[config.mk]
export PLATFORM = sky130hd
export DESIGN_NAME = svwd_top
export DESIGN_NICKNAME = d
export VERILOG_FILES = /design/src/rtl/svwd_pkg.sv /design/src/rtl/svwd_top.sv /design/src/rtl/svwd_sync.sv
export VERILOG_INCLUDE_DIRS = /design/src /design/src/rtl
export SDC_FILE = /design/constraint.sdc
export NUM_CORES = 1
export LEC_CHECK = 0
export BUFFER_PORTS_ARGS = -buffer_cell sky130_fd_sc_hd__buf_4
export CAP_MARGIN = 20
export CELL_PAD_IN_SITES_DETAIL_PLACEMENT = 0
export CELL_PAD_IN_SITES_GLOBAL_PLACEMENT = 2
export CORE_ASPECT_RATIO = 0.8
export CORE_MARGIN = 4
export CORE_UTILIZATION = 25
export CTS_BUF_LIST = sky130_fd_sc_hd__clkbuf_2 sky130_fd_sc_hd__clkbuf_4 sky130_fd_sc_hd__clkbuf_8
export DETAILED_ROUTE_END_ITERATION = 8
export PLACE_DENSITY = 0.61
export SLEW_MARGIN = 0
export SYNTH_ARGS = -nofsm -noshare
export SYNTH_HDL_FRONTEND = slang
export SYNTH_SLANG_ARGS = --single-unit
[constraint.sdc]
create_clock -name clk -period 11.7 [get_ports clk]
set_input_delay 2.34 -clock clk [delete_from_list [all_inputs] [get_ports clk]]
set_output_delay 2.34 -clock clk [all_outputs]
set_load 0.03 [all_outputs]
[src/rtl/svwd_defines.svh]
// svwd_defines.svh: constants of the supervisor/watchdog block
// assumes a 20 MHz clock; times are in microseconds
`ifndef SVWD_DEFINES_SVH
`define SVWD_DEFINES_SVH

`define SVWD_CLK_MHZ 20
`define SVWD_T_RST_US 200
`define SVWD_T_WD_PRESET_US 1600
`define SVWD_EXT_MULT 32'h0000_0040
`define SVWD_CNT_W 32
`define SVWD_AW 5
`define SVWD_DW 32
`define SVWD_EV_W 3
`define SVWD_CAP_RST 32'h0000_3A98
`define SVWD_STATE_W 10

// register byte addresses
`define SVWD_ADDR_CAPTO 5'h00
`define SVWD_ADDR_STATUS 5'h04
`define SVWD_ADDR_CLEAR 5'h08
`define SVWD_ADDR_IRQEN 5'h0C
`define SVWD_ADDR_STATE 5'h10

// event bits of status, clear and enable
`define SVWD_EV_TIMEOUT 0
`define SVWD_EV_UNDERV 1
`define SVWD_EV_MANUAL 2

`define SVWD_RESP_OKAY 2'h0
`define SVWD_RESP_SLVERR 2'h2

`endif

[src/rtl/svwd_pkg.sv]
// svwd_pkg: types of the supervisor/watchdog block
// assumes svwd_defines.svh is on the include path
`include "svwd_defines.svh"
package svwd_pkg;

  typedef enum logic [0:0] {
    SVWD_SUP_HOLD = 1'b0,
    SVWD_SUP_RUN = 1'b1
  } svwd_sup_t;

  typedef enum logic [0:0] {
    SVWD_WD_WATCH = 1'b0,
    SVWD_WD_FAULT = 1'b1
  } svwd_wd_t;

  // synchronised pin levels
  typedef struct packed {
    logic extStrap;
    logic capHigh;
    logic selStrap;
    logic kick;
    logic supplyLow;
    logic mrN;
  } svwd_pins_t;

  typedef struct packed {
    svwd_sup_t sup;
    svwd_wd_t wd;
    logic rstN;
    logic faultN;
    logic kickPrev;
    logic [`SVWD_CNT_W-1:0] holdCnt;
    logic [`SVWD_CNT_W-1:0] wdCnt;
    logic [`SVWD_CNT_W-1:0] faultCnt;
    logic [`SVWD_DW-1:0] capCycles;
    logic [`SVWD_EV_W-1:0] status;
    logic [`SVWD_EV_W-1:0] irqEn;
    logic awHeld;
    logic [`SVWD_AW-1:0] awAddr;
    logic wHeld;
    logic [`SVWD_DW-1:0] wData;
    logic [3:0] wStrb;
    logic bValid;
    logic [1:0] bResp;
    logic rValid;
    logic [`SVWD_DW-1:0] rData;
    logic [1:0] rResp;
  } svwd_state_t;

  localparam svwd_state_t SVWD_ST_RESET = '{
    sup: SVWD_SUP_HOLD, wd: SVWD_WD_WATCH, rstN: 1'b0, faultN: 1'b1,
    kickPrev: 1'b1, capCycles: `SVWD_CAP_RST, default: '0};

  localparam svwd_pins_t SVWD_PINS_RESET = '{
    mrN: 1'b1, supplyLow: 1'b1, kick: 1'b1, default: 1'b0};

endpackage

[src/rtl/svwd_top.sv]
// svwd_top: reset supervisor and watchdog with an AXI4-Lite register slave
// assumes pins arrive asynchronously; open-drain pads resolved outside
// What this block does
// - manual reset input low forces the reset output low.
// - manual reset input has a weak internal pull-up; open means released.
// - reset stays low for the hold delay after manual reset goes high.
// - supply below threshold drives reset output low at once.
// - supply valid again starts the hold counter; reset released on completion.
// - reset held low until supply above threshold plus hysteresis and hold done.
// - select strap low disables the watchdog; no timeout fault ever.
// - timeout chosen from extended-timing strap and timeout-capacitor pin together.
// - capacitor pin high or open selects the preset factory timeout.
// - standard or extended scaling of the capacitor timeout, chosen by strap.
// - kick input ignored while reset or watchdog fault output is low.
// - kick input ignored while the watchdog is disabled by the strap.
// - a timeout asserts the fault output, only while reset is high.
// - fault output held low the reset hold delay per timeout, unless a reset cause releases it sooner.
// - while reset is low the fault output stays released.
//
// Chosen here: the AXI4-Lite slave port and the register addresses.
`timescale 1ns/1ns
// constants come from the shared header; its guard makes a second include harmless
`include "svwd_defines.svh"
module svwd_top import svwd_pkg::*; #(
  parameter int unsigned HOLD_CYCLES = `SVWD_T_RST_US * `SVWD_CLK_MHZ,
  parameter int unsigned PRESET_CYCLES = `SVWD_T_WD_PRESET_US * `SVWD_CLK_MHZ
) (
  input wire logic clk,
  input wire logic rstn,
  input wire logic manualResetN,
  input wire logic supplyLow,
  input wire logic watchdogKickIn,
  input wire logic watchdogSelectStrap,
  input wire logic timeoutCapPin,
  input wire logic extTimingStrap,
  output logic resetNOut,
  output logic resetNOe,
  output logic watchdogFaultNOut,
  output logic watchdogFaultNOe,
  output logic mrPullEn,
  output logic irq,
  input wire logic [`SVWD_AW-1:0] s_axi_awaddr,
  input wire logic s_axi_awvalid,
  output logic s_axi_awready,
  input wire logic [`SVWD_DW-1:0] s_axi_wdata,
  input wire logic [3:0] s_axi_wstrb,
  input wire logic s_axi_wvalid,
  output logic s_axi_wready,
  output logic [1:0] s_axi_bresp,
  output logic s_axi_bvalid,
  input wire logic s_axi_bready,
  input wire logic [`SVWD_AW-1:0] s_axi_araddr,
  input wire logic s_axi_arvalid,
  output logic s_axi_arready,
  output logic [`SVWD_DW-1:0] s_axi_rdata,
  output logic [1:0] s_axi_rresp,
  output logic s_axi_rvalid,
  input wire logic s_axi_rready
);

  localparam logic [`SVWD_CNT_W-1:0] HOLD_LAST = `SVWD_CNT_W'(HOLD_CYCLES - 1);
  localparam logic [`SVWD_CNT_W-1:0] PRESET_CNT = `SVWD_CNT_W'(PRESET_CYCLES);

  svwd_state_t st_reg;
  svwd_state_t st_next;
  svwd_pins_t pinRaw;
  svwd_pins_t pin;
  logic [`SVWD_CNT_W-1:0] toCycles;
  logic [`SVWD_CNT_W-1:0] toMult;
  logic resetCond;
  logic wdEnabled;
  logic kickAccept;
  logic [`SVWD_EV_W-1:0] evSet;
  logic [`SVWD_EV_W-1:0] evClr;

  // every pin passes the three-stage filter before use
  assign pinRaw = '{mrN: manualResetN, supplyLow: supplyLow, kick: watchdogKickIn,
                    selStrap: watchdogSelectStrap, capHigh: timeoutCapPin,
                    extStrap: extTimingStrap};

  svwd_sync #(
    .WIDTH($bits(svwd_pins_t)),
    .RESET_VAL(SVWD_PINS_RESET)
  ) svwd_sync_i (
    .clk(clk),
    .rstn(rstn),
    .din(pinRaw),
    .dout(pin)
  );

  // byte-lane merge for register writes
  function automatic logic [`SVWD_DW-1:0] mergeBytes(
    input logic [`SVWD_DW-1:0] oldVal,
    input logic [`SVWD_DW-1:0] newVal,
    input logic [3:0] strb);
    logic [`SVWD_DW-1:0] res;
    res = oldVal;
    for (int b = 0; b < 4; b++) begin
      if (strb[b]) begin
        res[b*8 +: 8] = newVal[b*8 +: 8];
      end
    end
    return res;
  endfunction

  // timeout source: preset when the cap pin reads high, else the capacitor value
  assign toMult = pin.extStrap ? `SVWD_EXT_MULT : `SVWD_CNT_W'(1);
  always_comb begin
    if (pin.capHigh) begin
      toCycles = PRESET_CNT;
    end else begin
      toCycles = `SVWD_CNT_W'(st_reg.capCycles * toMult);
    end
  end

  assign resetCond = !pin.mrN || pin.supplyLow;
  assign wdEnabled = pin.selStrap;
  // falling edges seen while ignored are dropped, not queued
  assign kickAccept = st_reg.kickPrev && !pin.kick && wdEnabled
                      && st_reg.rstN && st_reg.faultN && st_reg.sup == SVWD_SUP_RUN;

  always_comb begin
    st_next = st_reg;
    st_next.kickPrev = pin.kick;
    evSet = '0;
    evClr = '0;

    // supervisor: any reset cause restarts the hold delay from zero
    unique case (st_reg.sup)
      SVWD_SUP_HOLD: begin
        if (resetCond) begin
          st_next.holdCnt = '0;
        end else if (st_reg.holdCnt == HOLD_LAST) begin
          st_next.sup = SVWD_SUP_RUN;
          st_next.rstN = 1'b1;
          st_next.wdCnt = '0;
          st_next.holdCnt = '0;
        end else begin
          st_next.holdCnt = st_reg.holdCnt + `SVWD_CNT_W'(1);
        end
      end
      SVWD_SUP_RUN: begin
        if (resetCond) begin
          st_next.sup = SVWD_SUP_HOLD;
          st_next.rstN = 1'b0;
          st_next.holdCnt = '0;
          evSet[`SVWD_EV_UNDERV] = pin.supplyLow;
          evSet[`SVWD_EV_MANUAL] = !pin.mrN;
        end
      end
    endcase

    // watchdog runs only while the supervisor releases reset
    unique case (st_reg.wd)
      SVWD_WD_WATCH: begin
        if (st_reg.sup != SVWD_SUP_RUN || resetCond || !wdEnabled) begin
          st_next.wdCnt = '0;
        end else if (kickAccept) begin
          st_next.wdCnt = '0;
        end else if (st_reg.wdCnt + `SVWD_CNT_W'(1) >= toCycles) begin
          st_next.wd = SVWD_WD_FAULT;
          st_next.faultN = 1'b0;
          st_next.faultCnt = '0;
          st_next.wdCnt = '0;
          evSet[`SVWD_EV_TIMEOUT] = 1'b1;
        end else begin
          st_next.wdCnt = st_reg.wdCnt + `SVWD_CNT_W'(1);
        end
      end
      SVWD_WD_FAULT: begin
        if (resetCond) begin
          st_next.wd = SVWD_WD_WATCH;
          st_next.faultN = 1'b1;
          st_next.wdCnt = '0;
        end else if (st_reg.faultCnt == HOLD_LAST) begin
          st_next.wd = SVWD_WD_WATCH;
          st_next.faultN = 1'b1;
          st_next.wdCnt = '0;
        end else begin
          st_next.faultCnt = st_reg.faultCnt + `SVWD_CNT_W'(1);
        end
      end
    endcase

    // write channel: address and data are taken in either order
    if (!st_reg.awHeld && s_axi_awvalid) begin
      st_next.awHeld = 1'b1;
      st_next.awAddr = s_axi_awaddr;
    end
    if (!st_reg.wHeld && s_axi_wvalid) begin
      st_next.wHeld = 1'b1;
      st_next.wData = s_axi_wdata;
      st_next.wStrb = s_axi_wstrb;
    end
    if (st_reg.awHeld && st_reg.wHeld && !st_reg.bValid) begin
      st_next.awHeld = 1'b0;
      st_next.wHeld = 1'b0;
      st_next.bValid = 1'b1;
      st_next.bResp = `SVWD_RESP_OKAY;
      unique case (st_reg.awAddr)
        `SVWD_ADDR_CAPTO: begin
          st_next.capCycles = mergeBytes(st_reg.capCycles, st_reg.wData, st_reg.wStrb);
        end
        `SVWD_ADDR_CLEAR: begin
          evClr = st_reg.wStrb[0] ? st_reg.wData[`SVWD_EV_W-1:0] : '0;
        end
        `SVWD_ADDR_IRQEN: begin
          if (st_reg.wStrb[0]) begin
            st_next.irqEn = st_reg.wData[`SVWD_EV_W-1:0];
          end
        end
        `SVWD_ADDR_STATUS, `SVWD_ADDR_STATE: begin
          st_next.bResp = `SVWD_RESP_OKAY; // read-only, write ignored
        end
        default: begin
          st_next.bResp = `SVWD_RESP_SLVERR;
        end
      endcase
    end
    if (st_reg.bValid && s_axi_bready) begin
      st_next.bValid = 1'b0;
    end

    // read channel: one read under way at a time
    if (st_reg.rValid && s_axi_rready) begin
      st_next.rValid = 1'b0;
    end
    if (!st_reg.rValid && s_axi_arvalid) begin
      st_next.rValid = 1'b1;
      st_next.rResp = `SVWD_RESP_OKAY;
      st_next.rData = '0;
      unique case (s_axi_araddr)
        `SVWD_ADDR_CAPTO: st_next.rData = st_reg.capCycles;
        `SVWD_ADDR_STATUS: st_next.rData[`SVWD_EV_W-1:0] = st_reg.status;
        `SVWD_ADDR_CLEAR: st_next.rData = '0;
        `SVWD_ADDR_IRQEN: st_next.rData[`SVWD_EV_W-1:0] = st_reg.irqEn;
        `SVWD_ADDR_STATE: begin
          st_next.rData[`SVWD_STATE_W-1:0] = {st_reg.sup, st_reg.wd, pin.extStrap, pin.capHigh,
                                pin.selStrap, pin.kick, pin.supplyLow, pin.mrN,
                                st_reg.faultN, st_reg.rstN};
        end
        default: st_next.rResp = `SVWD_RESP_SLVERR;
      endcase
    end

    // sticky events: a set in the clearing cycle wins
    st_next.status = (st_reg.status & ~evClr) | evSet;
  end

  always_ff @(posedge clk or negedge rstn) begin
    if (!rstn) begin
      st_reg <= SVWD_ST_RESET;
    end else begin
      st_reg <= st_next;
    end
  end

  // open-drain pads only ever pull low
  assign resetNOut = 1'b0;
  assign resetNOe = !st_reg.rstN;
  assign watchdogFaultNOut = 1'b0;
  assign watchdogFaultNOe = !st_reg.faultN;
  assign mrPullEn = 1'b1;
  assign irq = |(st_reg.status & st_reg.irqEn);

  assign s_axi_awready = !st_reg.awHeld;
  assign s_axi_wready = !st_reg.wHeld;
  assign s_axi_bvalid = st_reg.bValid;
  assign s_axi_bresp = st_reg.bResp;
  assign s_axi_arready = !st_reg.rValid;
  assign s_axi_rvalid = st_reg.rValid;
  assign s_axi_rdata = st_reg.rData;
  assign s_axi_rresp = st_reg.rResp;
endmodule // svwd_top

[src/rtl/svwd_sync.sv]
// svwd_sync: three-stage synchroniser with agreement filter
// assumes asynchronous pin levels; output moves once stages two and three agree
`timescale 1ns/1ns
module svwd_sync #(
  parameter int WIDTH = 6,
  parameter logic [WIDTH-1:0] RESET_VAL = '0
) (
  input wire logic clk,
  input wire logic rstn,
  input wire logic [WIDTH-1:0] din,
  output logic [WIDTH-1:0] dout
);

  typedef struct packed {
    logic [WIDTH-1:0] s1;
    logic [WIDTH-1:0] s2;
    logic [WIDTH-1:0] s3;
    logic [WIDTH-1:0] q;
  } svwd_sync_st_t;

  svwd_sync_st_t st_reg;
  svwd_sync_st_t st_next;

  // stage one feeds stage two only; the filter looks at two and three
  always_comb begin
    st_next = st_reg;
    st_next.s1 = din;
    st_next.s2 = st_reg.s1;
    st_next.s3 = st_reg.s2;
    for (int i = 0; i < WIDTH; i++) begin
      if (st_reg.s2[i] == st_reg.s3[i]) begin
        st_next.q[i] = st_reg.s3[i];
      end
    end
  end

  always_ff @(posedge clk or negedge rstn) begin
    if (!rstn) begin
      st_reg <= {RESET_VAL, RESET_VAL, RESET_VAL, RESET_VAL};
    end else begin
      st_reg <= st_next;
    end
  end

  assign dout = st_reg.q;

endmodule // svwd_sync

After elaboration in Yosys (flattened, before gate mapping)
Index checks and enable logic that the tools add are counted.
{ "totals": {"inputBits": 59, "register_bits": 244, "out_inout_bits": 47, "word_cells": 171} }
{ "classes": {"eq_ne": 27, "n_mux": 58, "n_mul": 1, "n_reduce_logical": 42, "magnitude_cmp": 1, "n_addsub": 3, "n_bitwise": 6} }
{ "op_table": {"columns": ["cell", "n"], "rows": [
  ["2-to-1 mux 32 bit", 16],
  ["case mux 64 bit (2 select lines)", 1],
  ["adder 32 x 1 -> 32 bit (second input constant)", 3],
  ["equality test 32 x 12 -> 1 bit (second input constant)", 2],
  ["case mux 32 bit (2 select lines)", 1],
  ["2-to-1 mux 37 bit", 1],
  ["2-to-1 mux 35 bit", 1],
  [">= comparator 32 bit", 1],
  ["multiplier 32 x 7 -> 32 bit", 1],
  ["2-to-1 mux 22 bit", 1],
  ["2-to-1 mux 1 bit", 21],
  ["equality test 5 x 4 -> 1 bit (second input constant)", 4],
  ["AND reduction 3 bit", 6],
  ["!= test 2 bit (second input constant)", 7],
  ["case mux 7 bit (2 select lines)", 1],
  ["logical AND 1 bit", 12],
  ["2-to-1 mux 3 bit", 4],
  ["case mux 3 bit (4 select lines)", 1],
  ["equality test 5 x 3 -> 1 bit (second input constant)", 2],
  ["equality test 5 bit (second input constant)", 2],
  ["logical NOT 5 bit", 2],
  ["OR reduction 5 bit", 2],
  ["logical NOT 1 bit", 9],
  ["2-to-1 mux 2 bit", 4],
  ["other kinds (18)", 33]
]} }

Longest topological paths before layout
{ "logic_depth": {"depth_word": 10, "depth_mapped": 23} }

Modules after synthesis
From an unflattened synthesis, not the netlist that was laid out.
{ "hier_totals": {"hier_cells": 1394, "hier_area_um2": 13807.0} }
{ "by_module_without_submodules": {"columns": ["mod", "cells_per_inst", "instances", "area_each_um2", "seq_area_each_um2"], "rows": [
  ["svwd_top", 1358, 1, 13078.8, 5466.5],
  ["svwd_sync", 36, 1, 728.2, 615.6]
]} }

Worst setup path after synthesis
Ideal clock, no wire load.
{ "synth_timing": {"path_type": "register -> register", "from": "reg svwd_sync_i.st_reg, in the netlist svwd_sync_i.dout[5]", "to": "reg st_reg[165] in the netlist's numbering", "period_less_slack_ps": 4841, "path_slack_ps": 6859, "t_arrival_ps": 4759, "stages_incl_launch_ff": 22, "cell_sequence": "dfrtp_1 > clkbuf_1 > clkbuf_1 > mux2_2 > ha_1 > o21a_1 > a21oi_1 > a2111oi_2 > o211ai_1 > nand2_1 > xor2_1 > nand2b_1 > ha_1 > and2_1 > a221o_1 > a221oi_1 > o21ai_1 > a211oi_2 > buf_4 > buf_4 > nand2_1 > a31oi_1"} }
{ "synth_via": {"elab_chain_len": 8} }
{ "synth_lines": {"columns": ["element", "line_no", "text"], "rows": [
  ["from (decl)", "svwd_sync.sv:21", "svwd_sync_st_t st_reg;"],
  ["from (signal assigned)", "svwd_sync.sv:39", "st_reg <= {RESET_VAL, RESET_VAL, RESET_VAL, RESET_VAL};"],
  ["from (signal assigned)", "svwd_sync.sv:41", "st_reg <= st_next;"],
  ["2-to-1 mux 7 bit", "svwd_top.sv:107", "assign toMult = pin.extStrap ? `SVWD_EXT_MULT : `SVWD_CNT_W'(1);"],
  ["multiplier 32 x 7 -> 32 bit", "svwd_top.sv:112", "toCycles = `SVWD_CNT_W'(st_reg.capCycles * toMult);"],
  ["2-to-1 mux 32 bit", "svwd_top.sv:109", "if (pin.capHigh) begin"],
  [">= comparator 32 bit", "svwd_top.sv:160", "end else if (st_reg.wdCnt + `SVWD_CNT_W'(1) >= toCycles) begin"],
  ["2-to-1 mux 32 bit", "svwd_top.sv:160", null],
  ["2-to-1 mux 32 bit", "svwd_top.sv:158", "end else if (kickAccept) begin"],
  ["2-to-1 mux 32 bit", "svwd_top.sv:156", "if (st_reg.sup != SVWD_SUP_RUN || resetCond || !wdEnabled) begin"],
  ["case mux 64 bit (2 select lines)", "svwd_top.sv:154", "unique case (st_reg.wd)"],
  ["to (signal assigned)", "svwd_top.sv:254", "st_reg <= st_next;"],
  ["to (decl)", "svwd_top.sv:64", "svwd_state_t st_reg;"]
]} }
No other way between the ends.
A chain may end at the register's enable or synchronous reset.

Worst setup path in the final report
{ "layout_timing": {"from": "reg svwd_sync_i.st_reg, in the netlist svwd_sync_i.dout[5]", "to": "reg st_reg[150] in the netlist's numbering"} }
{ "layout_via": {"elab_chain_len": 6} }
{ "layout_lines": {"columns": ["element", "line_no"], "rows": [
  ["2-to-1 mux 7 bit", "svwd_top.sv:107"],
  ["multiplier 32 x 7 -> 32 bit", "svwd_top.sv:112"],
  ["2-to-1 mux 32 bit", "svwd_top.sv:109"],
  [">= comparator 32 bit", "svwd_top.sv:160"],
  ["!= test 2 bit (no source line)", null],
  ["AND reduction 5 bit (no source line)", null]
]} }
No other way between the ends.

==> metrics <==
setup_tns=0 ns; Hold Crit Depth=0; Total GRT Usage=12.9%; total grt overflow=0; post-route minimum period=5.37 ns; Synth Area in XOR/XNOR=2.99%; CP top delay family=compound AO/OA/AOI/OAI gates; Final ANT Viol Nets=0; EDFF count, synth=0; synthesized-area fraction occupied by adder cells=6.06%; maxcap violations=0; vias in the first global route=10143; ys async rst share=100%; synth cell count leaders=dfrtp_1, nand2_1, mux2_2; Total Wirelength=37300 µm; I/O Pins=106; Synth Area in Simple Gates=15.2%; count leader, synth=dfrtp_1; RSZ-0062 raised after global routing=false; core area=52900 µm²; crit-path max cell delay=0.73 ns; post-CTS setup buffer count=0; Worst Path Max Fanout=36; flops & latches, synth=242; port bufs=100; Antenna diodes=0; slowest CP cell=dfrtp_1; Hold Startpoint=svwd_sync_i.st_next[15]; Cell Area, Synth=13500 µm²; initial core utilization=25.5%; GPL Wtd Cong=0.752; final worst-path cycle share=45.9%; Hold WC Path Type=reg -> reg; Worst EP arrival=5.86 ns; row cnt=75; CP Capture Type=flip-flop; global-route wire length before repair=60200 µm; Synth Warn #=0; Final Instance Count excl. Fillers=2146; Post-Synthesis Cells=1320; critical path class=reg -> reg; Hold Buf Count CTS=0; pwr dens=172 nW/µm²; top-area cell type share of the netlist area=41.0%; FF-to-FF setup slack=6.33 ns; sequential element share of the synthesized area=45.1%; Die Area=57800 µm²; Worst Path Buf+Inv=1; clk slew on worst S/H paths=0.06 ns; FMAX=186 MHz; worst relative slew slack=27.5%; Setup crit start=svwd_sync_i.dout[5]; via count=10215; worst skew pair latency=0.61 ns; clock sinks=242; leak pwr=0.00721 µW; worst vdd ir=0.0000926 V; die height=216 µm; post-synthesis mux area share=9.84%; area grow syn2layout=17.9%; complex-gate fraction of the synthesized area=16.1%; post-layout utilization of the core=30.1%; CTS resizes=0; H-tree levels=2; Clock Root Buffer=clkbuf_8; status=finished, final reports clean; number of DRC markers in iteration 0=582; r2r startpoint=svwd_sync_i.dout[5]; wire length per cell=17.4 µm; Die Wd=268 µm; Avg Cell Area, Syn=10.2 µm²; Hold Crit Endpoint=svwd_sync_i.st_next[9]; largest net degree at the start of global routing=102; fill count=5612; skew final=0.0295 ns; cell breakdown of the critical path=mux2_2 -> ha_1 -> a21o_1 -> o211ai_1 -> a21oi_1 -> o21ai_0 -> a311oi_1 -> a311oi_1 -> mux2i_1 -> ha_1 -> and4_1 -> nand4_1 -> nor4_1 -> a211oi_4 -> buf_4 -> o21bai_1 -> a22o_1; biggest area consumer among synthesized cells=dfrtp_1; final hold vios=0; Final nets=1534; layout cell share with drive strength beyond 1=24.0%; Largest register FFs=182; Setup crit start kind=flip-flop; FF+latch area=6080 µm²; area of the multi-input gates=6900 µm²; Final Setup Violations=0; largest family of logic cells by synthesized area=compound AO/OA/AOI/OAI gates; drt first pass iters=5; Synth Flop Type=dfrtp_1; synth top area cells=dfrtp_1, mux2_2, ha_1; FF-to-FF path depth=17; CP required=12.19 ns; DRC=0; via density per instance=4.76; final max-slew violation count=0; CTS tree=yes; post-DP HPWL=26300 µm; initial antenna violation count=0; CTS buffer count=46; CTS Buffer Depth=3; worst slew pin tran=1.09 ns; Synth cell types=68; placed insts=2058; FF-to-FF End=st_reg[150]
## power by group
| part | leakage [µW] | switching, µW | internal (µW) |
|---|---|---|---|
| clock network | 0.000569 | 394 | 574 |
| logic | 0.00360 | 336 | 322 |
| registers | 0.00305 | 133 | 982 |
| total | 0.00721 | 862 | 1880 |
## per-layer routing
metal,wire length [µm],track usage (%),share of wire [%]
met1,20000,20.3,53
met2,14800,17.5,40
met3,1780,2.65,4.8
met4,751,3.83,2.0
met5,0,0,0
## how the worst max path moves through the flow
| stage | slack [ns] | depth (start not counted) | to |
|---|---|---|---|
| finish | 6.33 | 17 | st_reg[150] |
| global route | 5.84 | 19 | st_reg[169] |
| CTS | 6.25 | 18 | st_reg[169] |
| detailed placement | 6.27 | 18 | st_reg[169] |
| global placement | 5.85 | 17 | st_reg[134] |
| floorplan | 6.86 | 21 | st_reg[165] |
## final cells by class
| cell class | instances | share of cell area (%) |
|---|---|---|
| clock buffers | 70 | 5.50 |
| clock inverters | 16 | 1.32 |
| well taps | 693 | 5.45 |
| multi-input cells | 989 | 43.3 |
| inverters | 24 | 0.566 |
| flip-flops and latches | 242 | 38.2 |
| repair buffers | 112 | 5.63 |
## through the flow
stage | cell area, µm² | total power (µW) | setup slack [ns] | hold WS [ns]
after global placement | 14800 | 1760 | 5.85 | 0.332
after CTS | 15900 | 2770 | 6.25 | 0.351
after global routing | 15900 | 2930 | 5.84 | 0.352
after detailed placement | 14800 | 1770 | 6.27 | 0.338
final | 15900 | 2740 | 6.33 | 0.348
after floorplan | 13600 | 1570 | 6.86 | 0.331
## cells by family after synthesis
family                     after synthesis
AOI/OAI and AO/OA                      329
xor gates and xnor gates                46
adders and majority gates               66
buffers and inverters                  114
DFF                                    242
muxes                                  120
other                                    2
and+or+nand+nor                        401
## cell usage in the layout (no fill, tap or decap), types with 34 or more instances in the layout
cell type / n
clkbuf_8: 56
ha_1: 59
nand2_1: 133
a22o_1: 46
a21oi_1: 50
mux2_2: 101
dfrtp_1: 221
a31oi_1: 46
nand4_1: 34
nor2_1: 67
o21ai_0: 80
buf_4: 108
Note: power is estimated with default switching activity, not from simulation.
